--- src/hw/hpsm_pkg.sv ---
package hpsm_pkg;

	// ---------------------------------------------------------------
	// Register map
	// ---------------------------------------------------------------
	localparam logic [7:0] SETTINGS_OFS  = 8'h00;
	localparam logic [7:0] STATE_OFS     = 8'h04;

	// Settings register fields
	localparam int MODE_LSB    = 0;
	localparam int MODE_W      = 2;
	localparam int TIMEOUT_LSB = 8;
	localparam int TIMEOUT_W   = 8;

	// State register fields
	localparam int ST_SLEEP_BIT  = 0;
	localparam int ST_WAKING_BIT = 1;
	localparam int ST_RUN_BIT    = 2;
	localparam int ST_IFACE_BIT  = 3;

	// ---------------------------------------------------------------
	// Power modes
	// ---------------------------------------------------------------
	localparam logic [1:0] MODE_QUICK = 2'h0;
	localparam logic [1:0] MODE_DEEP  = 2'h1;
	localparam logic [1:0] MODE_AUTO  = 2'h2;

	localparam logic [1:0] MODE_RST    = MODE_AUTO;
	localparam logic [7:0] TIMEOUT_RST = 8'h01;

	typedef enum logic [1:0] {
		deep_sleep_state,
		waking_state,
		quick_state
	} hpsm_state_type;

	// ---------------------------------------------------------------
	// Timing
	// ---------------------------------------------------------------
	localparam int unsigned CLK_KHZ      = 200_000;
	localparam int unsigned STEP_MS      = 512;
	localparam int unsigned STEP_CYC     = CLK_KHZ * STEP_MS;
	localparam int unsigned WAKE_MIN_US  = 300;
	localparam int unsigned WAKE_CYC     = (WAKE_MIN_US * CLK_KHZ + 999) / 1000;
	localparam int unsigned STRAP_WAIT   = 3;

endpackage : hpsm_pkg

--- src/hw/hpsm_sync2.sv ---
`timescale 1ns/1ps
module hpsm_sync2 #(
	parameter int W = 1
) (
	input  wire logic         clock,
	input  wire logic         resetn,
	input  wire logic [W-1:0] din,
	output logic      [W-1:0] dout
);
	import hpsm_pkg::*;

	logic [W-1:0] meta_r;
	logic [W-1:0] meta_nxt;
	logic [W-1:0] dout_nxt;

	always_comb begin
		meta_nxt = din;
		dout_nxt = meta_r;
	end

	always_ff @(posedge clock) begin
		if (!resetn) begin
			meta_r <= '0;
			dout   <= '0;
		end else begin
			meta_r <= meta_nxt;
			dout   <= dout_nxt;
		end
	end

endmodule : hpsm_sync2

--- src/hw/hpsm_tick.sv ---
`timescale 1ns/1ps
module hpsm_tick #(
	parameter int unsigned DIV = 16
) (
	input  wire logic clock,
	input  wire logic resetn,
	input  wire logic clear,
	output logic      tick
);
	import hpsm_pkg::*;

	logic [31:0] cnt_r;
	logic [31:0] cnt_nxt;
	logic        tick_nxt;

	// One pulse per step; clear restarts the step from zero
	always_comb begin
		tick_nxt = 1'b0;
		cnt_nxt  = cnt_r + 32'h1;
		if (clear) begin
			cnt_nxt = 32'h0;
		end else if (cnt_r == 32'(DIV - 1)) begin
			cnt_nxt  = 32'h0;
			tick_nxt = 1'b1;
		end
	end

	always_ff @(posedge clock) begin
		if (!resetn) begin
			cnt_r <= 32'h0;
			tick  <= 1'b0;
		end else begin
			cnt_r <= cnt_nxt;
			tick  <= tick_nxt;
		end
	end

endmodule : hpsm_tick

--- src/hw/hpsm_top.sv ---
// Overview of operation
// After reset, sample interface select pin once: low serial, high pulse mode.
// Two power states only: quick response and deep sleep; the code adds a third, waking_state, between them.
// Motor drive outputs are tri-stated while in deep sleep.
// Wake from deep sleep takes the wake interval before a pulse starts.
// Quick response keeps core up, pulse starts right after trigger.
// A trigger command wakes the device from any sleep state.
// While pulse running flag is set, no sleep happens.
// Three modes: quick forces quick, deep forces deep, automatic manages.
// Automatic mode goes quick on trigger command or serial addressing.
// Automatic mode sleeps after timeout field times 512 ms.
// Timeout restarts during haptics, on addressing, and while trigger pin high.
// Trigger pin high blocks deep sleep in every mode.
// Timeout counts from pulse end, or from trigger pin fall if later.
// Current power state is readable in the state register.
// Host sets power mode and timeout in the settings register.
// Pulse running flag is held for the whole waveform.
// Sampled interface mode is held until next reset.
// Timeout uses a prescaled 512 ms tick compared to the field.
`timescale 1ns/1ps
module hpsm_top #(
	parameter int unsigned STEP_CYC = hpsm_pkg::STEP_CYC,
	parameter int unsigned WAKE_CYC = hpsm_pkg::WAKE_CYC
) (
	input  wire logic        clock,
	input  wire logic        resetn,
	input  wire logic        psel,
	input  wire logic        penable,
	input  wire logic        pwrite,
	input  wire logic [31:0] paddr,
	input  wire logic [31:0] pwdata,
	output logic      [31:0] prdata,
	output logic             pready,
	output logic             pslverr,
	input  wire logic        iface_sel_pin,
	input  wire logic        trig_pin,
	input  wire logic        trigger_cmd,
	input  wire logic        serial_addressed,
	input  wire logic        waveform_busy,
	input  wire logic        drive_p,
	input  wire logic        drive_n,
	output logic             pulse_go,
	output logic             pulse_running,
	output logic             iface_pulse_mode,
	output logic             deep_sleep,
	output logic             motor_p_o,
	output logic             motor_p_oe,
	output logic             motor_n_o,
	output logic             motor_n_oe
);
	import hpsm_pkg::*;

	// ---------------------------------------------------------------
	// Pin synchronisers and step prescaler
	// ---------------------------------------------------------------
	logic [1:0] pins_s;
	logic       sel_s;
	logic       trig_s;
	logic       restart;
	logic       tick;

	hpsm_sync2 #(.W(2)) u_sync (
		.clock  (clock),
		.resetn (resetn),
		.din    ({iface_sel_pin, trig_pin}),
		.dout   (pins_s)
	);
	assign sel_s  = pins_s[1];
	assign trig_s = pins_s[0];

	hpsm_tick #(.DIV(STEP_CYC)) u_tick (
		.clock  (clock),
		.resetn (resetn),
		.clear  (restart),
		.tick   (tick)
	);

	// ---------------------------------------------------------------
	// APB slave
	// ---------------------------------------------------------------
	function automatic logic hit(input logic [31:0] a, input logic [7:0] ofs);
		hit = (a == {24'h0, ofs});
	endfunction : hit

	logic [1:0]     mode_r;
	logic [1:0]     mode_nxt;
	logic [7:0]     timeout_r;
	logic [7:0]     timeout_nxt;
	logic [31:0]    prdata_nxt;
	logic           mapped;
	logic           wr_acc;
	hpsm_state_type state_r;
	hpsm_state_type state_nxt;
	logic           iface_r;
	logic           run_r;

	assign mapped  = hit(paddr, SETTINGS_OFS) || hit(paddr, STATE_OFS);
	assign pready  = 1'b1;
	assign pslverr = psel && penable && !mapped;
	assign wr_acc  = psel && penable && pwrite && mapped;

	always_comb begin
		mode_nxt    = mode_r;
		timeout_nxt = timeout_r;
		prdata_nxt  = prdata;
		if (wr_acc && hit(paddr, SETTINGS_OFS)) begin
			mode_nxt    = pwdata[MODE_LSB +: MODE_W];
			timeout_nxt = pwdata[TIMEOUT_LSB +: TIMEOUT_W];
		end
		if (psel && !penable && !pwrite) begin
			prdata_nxt = 32'h0;
			if (hit(paddr, SETTINGS_OFS)) begin
				prdata_nxt[MODE_LSB +: MODE_W]       = mode_r;
				prdata_nxt[TIMEOUT_LSB +: TIMEOUT_W] = timeout_r;
			end else if (hit(paddr, STATE_OFS)) begin
				prdata_nxt[ST_SLEEP_BIT]  = (state_r == deep_sleep_state);
				prdata_nxt[ST_WAKING_BIT] = (state_r == waking_state);
				prdata_nxt[ST_RUN_BIT]    = run_r;
				prdata_nxt[ST_IFACE_BIT]  = iface_r;
			end
		end
	end

	always_ff @(posedge clock) begin
		if (!resetn) begin
			mode_r    <= MODE_RST;
			timeout_r <= TIMEOUT_RST;
			prdata    <= 32'h0;
		end else begin
			mode_r    <= mode_nxt;
			timeout_r <= timeout_nxt;
			prdata    <= prdata_nxt;
		end
	end

	// ---------------------------------------------------------------
	// Interface strap capture
	// ---------------------------------------------------------------
	logic [1:0] strap_cnt_r;
	logic [1:0] strap_cnt_nxt;
	logic       captured_r;
	logic       captured_nxt;
	logic       iface_nxt;

	// Wait for the synchroniser to fill, then sample exactly once
	always_comb begin
		strap_cnt_nxt = strap_cnt_r;
		captured_nxt  = captured_r;
		iface_nxt     = iface_r;
		if (!captured_r) begin
			if (strap_cnt_r == 2'(STRAP_WAIT - 1)) begin
				captured_nxt = 1'b1;
				iface_nxt    = sel_s;
			end else begin
				strap_cnt_nxt = strap_cnt_r + 2'h1;
			end
		end
	end

	always_ff @(posedge clock) begin
		if (!resetn) begin
			strap_cnt_r <= 2'h0;
			captured_r  <= 1'b0;
			iface_r     <= 1'b0;
		end else begin
			strap_cnt_r <= strap_cnt_nxt;
			captured_r  <= captured_nxt;
			iface_r     <= iface_nxt;
		end
	end

	// ---------------------------------------------------------------
	// Automatic timeout
	// ---------------------------------------------------------------
	logic [7:0] steps_r;
	logic [7:0] steps_nxt;
	logic       hold_r;
	logic       hold_nxt;
	logic       expire;
	logic       pend_r;

	// Held high through pulses and trigger pin, so count starts at the later end
	assign restart = run_r || waveform_busy || serial_addressed || trig_s
		|| trigger_cmd || pend_r || pulse_go;
	assign expire  = !restart && (steps_r >= timeout_r);

	always_comb begin
		steps_nxt = steps_r;
		hold_nxt  = hold_r;
		if (restart) begin
			steps_nxt = 8'h0;
		end else if (tick && steps_r != 8'hff) begin
			steps_nxt = steps_r + 8'h1;
		end
		if (trigger_cmd || serial_addressed) begin
			hold_nxt = 1'b1;
		end else if (expire) begin
			hold_nxt = 1'b0;
		end
	end

	always_ff @(posedge clock) begin
		if (!resetn) begin
			steps_r <= 8'h0;
			hold_r  <= 1'b1;
		end else begin
			steps_r <= steps_nxt;
			hold_r  <= hold_nxt;
		end
	end

	// ---------------------------------------------------------------
	// Power state machine
	// ---------------------------------------------------------------
	logic [31:0] wake_cnt_r;
	logic [31:0] wake_cnt_nxt;
	logic        pend_nxt;
	logic        go_nxt;
	logic        run_nxt;
	logic        want_awake;

	always_comb begin
		case (mode_r)
			MODE_QUICK: want_awake = 1'b1;
			MODE_DEEP:  want_awake = 1'b0;
			default:    want_awake = hold_r;
		endcase
		// Bridge the gap between pulse start and the running flag
		want_awake = want_awake || trig_s || run_r || pend_r || pulse_go
			|| waveform_busy || trigger_cmd;
	end

	always_comb begin
		state_nxt    = state_r;
		wake_cnt_nxt = wake_cnt_r;
		go_nxt       = 1'b0;
		run_nxt      = waveform_busy;
		pend_nxt     = pend_r;
		case (state_r)
			deep_sleep_state: begin
				wake_cnt_nxt = 32'h0;
				if (want_awake) begin
					state_nxt = waking_state;
				end
			end
			waking_state: begin
				if (wake_cnt_r == 32'(WAKE_CYC - 1)) begin
					state_nxt = quick_state;
				end else begin
					wake_cnt_nxt = wake_cnt_r + 32'h1;
				end
			end
			quick_state: begin
				if (pend_r) begin
					go_nxt   = 1'b1;
					pend_nxt = 1'b0;
				end
				if (!want_awake) begin
					state_nxt = deep_sleep_state;
				end
			end
			default: state_nxt = deep_sleep_state;
		endcase
		if (trigger_cmd) begin
			pend_nxt = 1'b1;
		end
	end

	always_ff @(posedge clock) begin
		if (!resetn) begin
			state_r    <= quick_state;
			wake_cnt_r <= 32'h0;
			pend_r     <= 1'b0;
			pulse_go   <= 1'b0;
			run_r      <= 1'b0;
		end else begin
			state_r    <= state_nxt;
			wake_cnt_r <= wake_cnt_nxt;
			pend_r     <= pend_nxt;
			pulse_go   <= go_nxt;
			run_r      <= run_nxt;
		end
	end

	// ---------------------------------------------------------------
	// Motor outputs
	// ---------------------------------------------------------------
	logic drv_oe_nxt;
	logic mp_nxt;
	logic mn_nxt;

	always_comb begin
		drv_oe_nxt = (state_nxt == quick_state);
		mp_nxt     = drv_oe_nxt && drive_p;
		mn_nxt     = drv_oe_nxt && drive_n;
	end

	always_ff @(posedge clock) begin
		if (!resetn) begin
			motor_p_oe <= 1'b1;
			motor_n_oe <= 1'b1;
			motor_p_o  <= 1'b0;
			motor_n_o  <= 1'b0;
		end else begin
			motor_p_oe <= drv_oe_nxt;
			motor_n_oe <= drv_oe_nxt;
			motor_p_o  <= mp_nxt;
			motor_n_o  <= mn_nxt;
		end
	end

	assign pulse_running    = run_r;
	assign iface_pulse_mode = iface_r;
	assign deep_sleep       = (state_r == deep_sleep_state);
endmodule : hpsm_top

--- config.mk ---
export PLATFORM = sky130hd
export DESIGN_NAME = hpsm_top
export DESIGN_NICKNAME = d
export VERILOG_FILES = /design/src/hw/hpsm_pkg.sv /design/src/hw/hpsm_sync2.sv /design/src/hw/hpsm_tick.sv /design/src/hw/hpsm_top.sv
export SDC_FILE = /design/constraint.sdc
export NUM_CORES = 1
export LEC_CHECK = 0
export BUFFER_PORTS_ARGS = -buffer_cell sky130_fd_sc_hd__buf_2
export CAP_MARGIN = 25
export CORE_ASPECT_RATIO = 0.9
export CORE_MARGIN = 2
export CORE_UTILIZATION = 49
export CTS_CLUSTER_SIZE = 30
export DETAILED_ROUTE_END_ITERATION = 8
export MAX_ROUTING_LAYER = met4
export PLACE_DENSITY = 0.72
export SLEW_MARGIN = 15
export SYNTH_ARGS = -nofsm -noshare
export SYNTH_HDL_FRONTEND = slang
export SYNTH_HIERARCHICAL = 1
export SYNTH_SLANG_ARGS = --single-unit
--- constraint.sdc ---
create_clock -name clock -period 1.85 [get_ports clock]
set_input_delay 0.2775 -clock clock [delete_from_list [all_inputs] [get_ports clock]]
set_output_delay 0.2775 -clock clock [all_outputs]
set_load 0.01 [all_outputs]
==> flow_summary.yaml <==
run_status:
  status: "finished, violations left"
  violations: "negative setup slack"
global_route:
  grt_start_max_net_pins: 30
  grt_pass1_wl_mm: 21.1
  grt_pass1_vias: 4657
  grt_overflow_total: 0
  antenna_found_initial: 0
  gr-usage-all-layers: 0.224
worst_setup_path:
  ff2ff_path_depth: 6
  critPathSlowestCell: "or4_1"
  cp.depth: 6
  regToRegSetupSlack_ns: -0.16
  start_kind: "flip-flop"
  path_cells: "or4_1 -> nor4_4 -> nand4_1 -> nand2b_4 -> clkbuf_16 -> nor2_1"
  critPathTopFamily: "simple AND/OR/NAND/NOR gates"
  crit_end: "u_tick/cnt_r[21]"
  arrival_ns: 2.26
  timing.rr.start: "u_tick/cnt_r[28]"
  cp_data_required_time_ns: 2.10
  worst-path-buf-inv: 1
  critical_path_class: "flip-flop to flip-flop"
  crit_start: "u_tick/cnt_r[28]"
  r2r-end: "u_tick/cnt_r[21]"
  crit_path_end_kind: "flip-flop"
  critPathMaxFanout: 14
  slowest_delay_ns: 0.59
detailed_routing:
  wl_mm: 13.9
  post_drt_via_cell_ratio: 5.69
  drt_pre_antenna_iters: 5
  via_count: 5150
  drc: 0
  drtIter0Drc: 305
  wire_per_inst_um: 15.4
  ant_nets: 0
timing:
  finalCritPeriodShare: 1.09
  fmax_ghz: 0.498
  hold_viol: 0
  slew_viol_final: 0
  timing.final.ws_setup_ns: -0.160
  slew-limit-headroom: 0.560
  finClkSkew_ns: 0.00812
  finalHoldWorstSlack_ns: 0.132
  rsz0062_at_grt: "yes"
  worst_slew_pin_slew_ns: 0.655
  fin_crit_ns: 2.01
  tns_ns: -5.68
  setup_violations: 55
yosys:
  ys_types: 56
  syn_inst: 624
  synth_area_mm2: 0.00541
  synth_ff_type: "dfxtp_1"
  avgSynthCellArea_um2: 8.67
  yosys_warnings: 6
  ys_seq_elements: 112
  yosysSeqAreaShare: 0.414
  synth-edff-count: 0
  async_reset_ff_frac: 0
clock_network:
  tritoncts: "built"
  clkTransAtPathRegs_ns: 0.07
  clk_latency_ns: 0.36
  clock_path_buffers: 2
  htreeDepth: 3
  cts_root_buf: "clkbuf_16"
  cts_buffers: 9
  numClockSinks: 112
placement:
  hpwl_mm: 9.31
  pre_cts_slack_ns: -0.150
  place_congestion: 0.873
  io_buffers: 74
floorplan:
  boundaryPins: 118
  row_count: 36
  coreArea_mm2: 0.0108
  start_util: 0.501
  die_h_um: 104
  die_area_mm2: 0.0119
  die_w_um: 115
final_layout:
  nFillCells: 809
  layout-drive-gt1-share: 0.317
  area_growth_pct: 32.9
  num_antenna_cells: 0
  nets: 855
hold_path:
  holdPathStages: 3
  min_path_type: "primary input to flip-flop"
power:
  powerDensity_mw_per_mm2: 660
  leakage_nw: 2.79
  finalPower_mw: 4.75
  vdd_ir_drop_max_uv: 384
run:
  cap_viol_max_count: 0
power breakdown:
group / total (mW) / internal, mW / switching (mW) / leakage, nW
clock network: 2.01 / 1.09 / 0.913 / 0.145
logic: 0.282 / 0.128 / 0.154 / 1.73
registers: 2.46 / 2.44 / 0.0158 / 0.909
total: 4.75 / 3.67 / 1.08 / 2.79
routing by layer:
layer  track usage  part of all wire  up-vias
met2         0.358              0.48      179
met3        0.0497             0.059       26
met4        0.0826             0.020        0
met1         0.276              0.44     2441
met5             -                 0        -
li1              -                 -     2504
layout by cell type, fill, tap and decap left out, types with 12 or more instances in the layout:
cell type	count
dfxtp_1	103
nor2_4	12
nand2_1	51
xnor2_1	12
a21oi_1	18
buf_4	65
buf_2	74
nand4_1	33
xor2_1	25
or3_1	15
clkbuf_16	12
conb_1	21
nand3_1	44
nor2_1	43
o21ai_0	18
inv_1	18
worst min-delay path by stage:
stage / from / endpoint / slack [ns]
after global placement: u_sync/dout_nxt[1] / u_sync/dout[1] / 0.42
final: drive_p / motor_p_o / 0.13
after CTS: drive_p / motor_p_o / 0.12
after floorplan: drive_n / motor_n_o / 0.39
after global routing: pwdata[11] / timeout_r[3] / 0.14
after detailed placement: u_sync/dout_nxt[1] / u_sync/dout[1] / 0.43
flip-flops by register name, summed over array words and instances (netlist names), 8 cells and up:
signal        flops
wake_cnt_r       32
prdata           12
steps_r           8
u_tick/cnt_r     32
timeout_r         8
worst reg2reg max path, stage by stage, from the launching register on:
cell       delay, ns
dfxtp_1         0.32
or4_1           0.59
nor4_4          0.31
nand4_1         0.24
nand2b_4        0.19
clkbuf_16       0.19
nor2_1          0.06
synth_stat cells (2+ instances only):
cell / number / area, µm²
conb_1: 2 / 7.51
nor2_1: 57 / 214
o31ai_1: 9 / 67.6
and4_1: 12 / 105
nand3_1: 52 / 260
a31oi_1: 2 / 12.5
nand2b_1: 5 / 31.3
or3b_1: 2 / 17.5
nor3_1: 7 / 35.0
nor3_2: 2 / 20.0
ha_1: 12 / 150
nor4b_1: 3 / 26.3
nor2b_1: 7 / 43.8
clkbuf_1: 10 / 37.5
buf_4: 23 / 173
a21oi_1: 23 / 115
and3_1: 10 / 62.6
nand2_1: 51 / 191
mux2_2: 2 / 22.5
or4_1: 12 / 90.1
o211ai_1: 7 / 52.6
mux2i_1: 5 / 50.1
nor4_4: 2 / 42.5
buf_6: 3 / 33.8
inv_1: 18 / 67.6
a22o_1: 11 / 96.3
o21ai_1: 3 / 15.0
a21boi_0: 4 / 30.0
xnor2_1: 12 / 105
buf_2: 4 / 20.0
nand4_1: 33 / 206
nor4_1: 12 / 75.1
dfxtp_1: 112 / 2240
xor2_1: 26 / 228
a21o_1: 2 / 15.0
o21ai_0: 24 / 120
and2_1: 10 / 62.6
or3_1: 15 / 93.8
cells by family after synthesis:
group                      after synthesis  synth area share
muxes                                    7            0.0134
buffers and inverters                   59            0.0620
other                                    2           0.00139
adders and majority gates               12            0.0277
and+or+nand+nor                        303             0.312
DFF                                    112             0.414
xor gates and xnor gates                38            0.0615
AOI/OAI and AO/OA                       91             0.108
stage by stage:
step / area [µm²] / std cells / util
5_1_grt: 7200 / 905 / 0.666
2_1_floorplan: 5480 / 643 / -
4_1_cts: 6730 / 896 / 0.623
3_5_place_dp: 6300 / 876 / 0.583
6_report: 7200 / 905 / 0.666
3_3_place_gp: 6300 / 876 / 0.583
cell type report:
cell class,count,area [µm²],area share
repair buffers,154,1130,0.157
well taps,133,166,0.0231
clock inverters,6,67.6,0.00939
inverters,18,67.6,0.00939
flip-flops and latches,112,2250,0.313
clock buffers,10,239,0.0332
multi-input cells,472,3270,0.454
what timing repair did:
item                                    CTS  global route
cloned                                    1             3
resized for setup                        17            80
hold buffers                              0             0
buffers inserted                          3             6
hold endpoints to repair                  0             0
pin swaps                                 9            43
endpoints found under the setup margin   61            64
(Power assumes the default switching activity.)
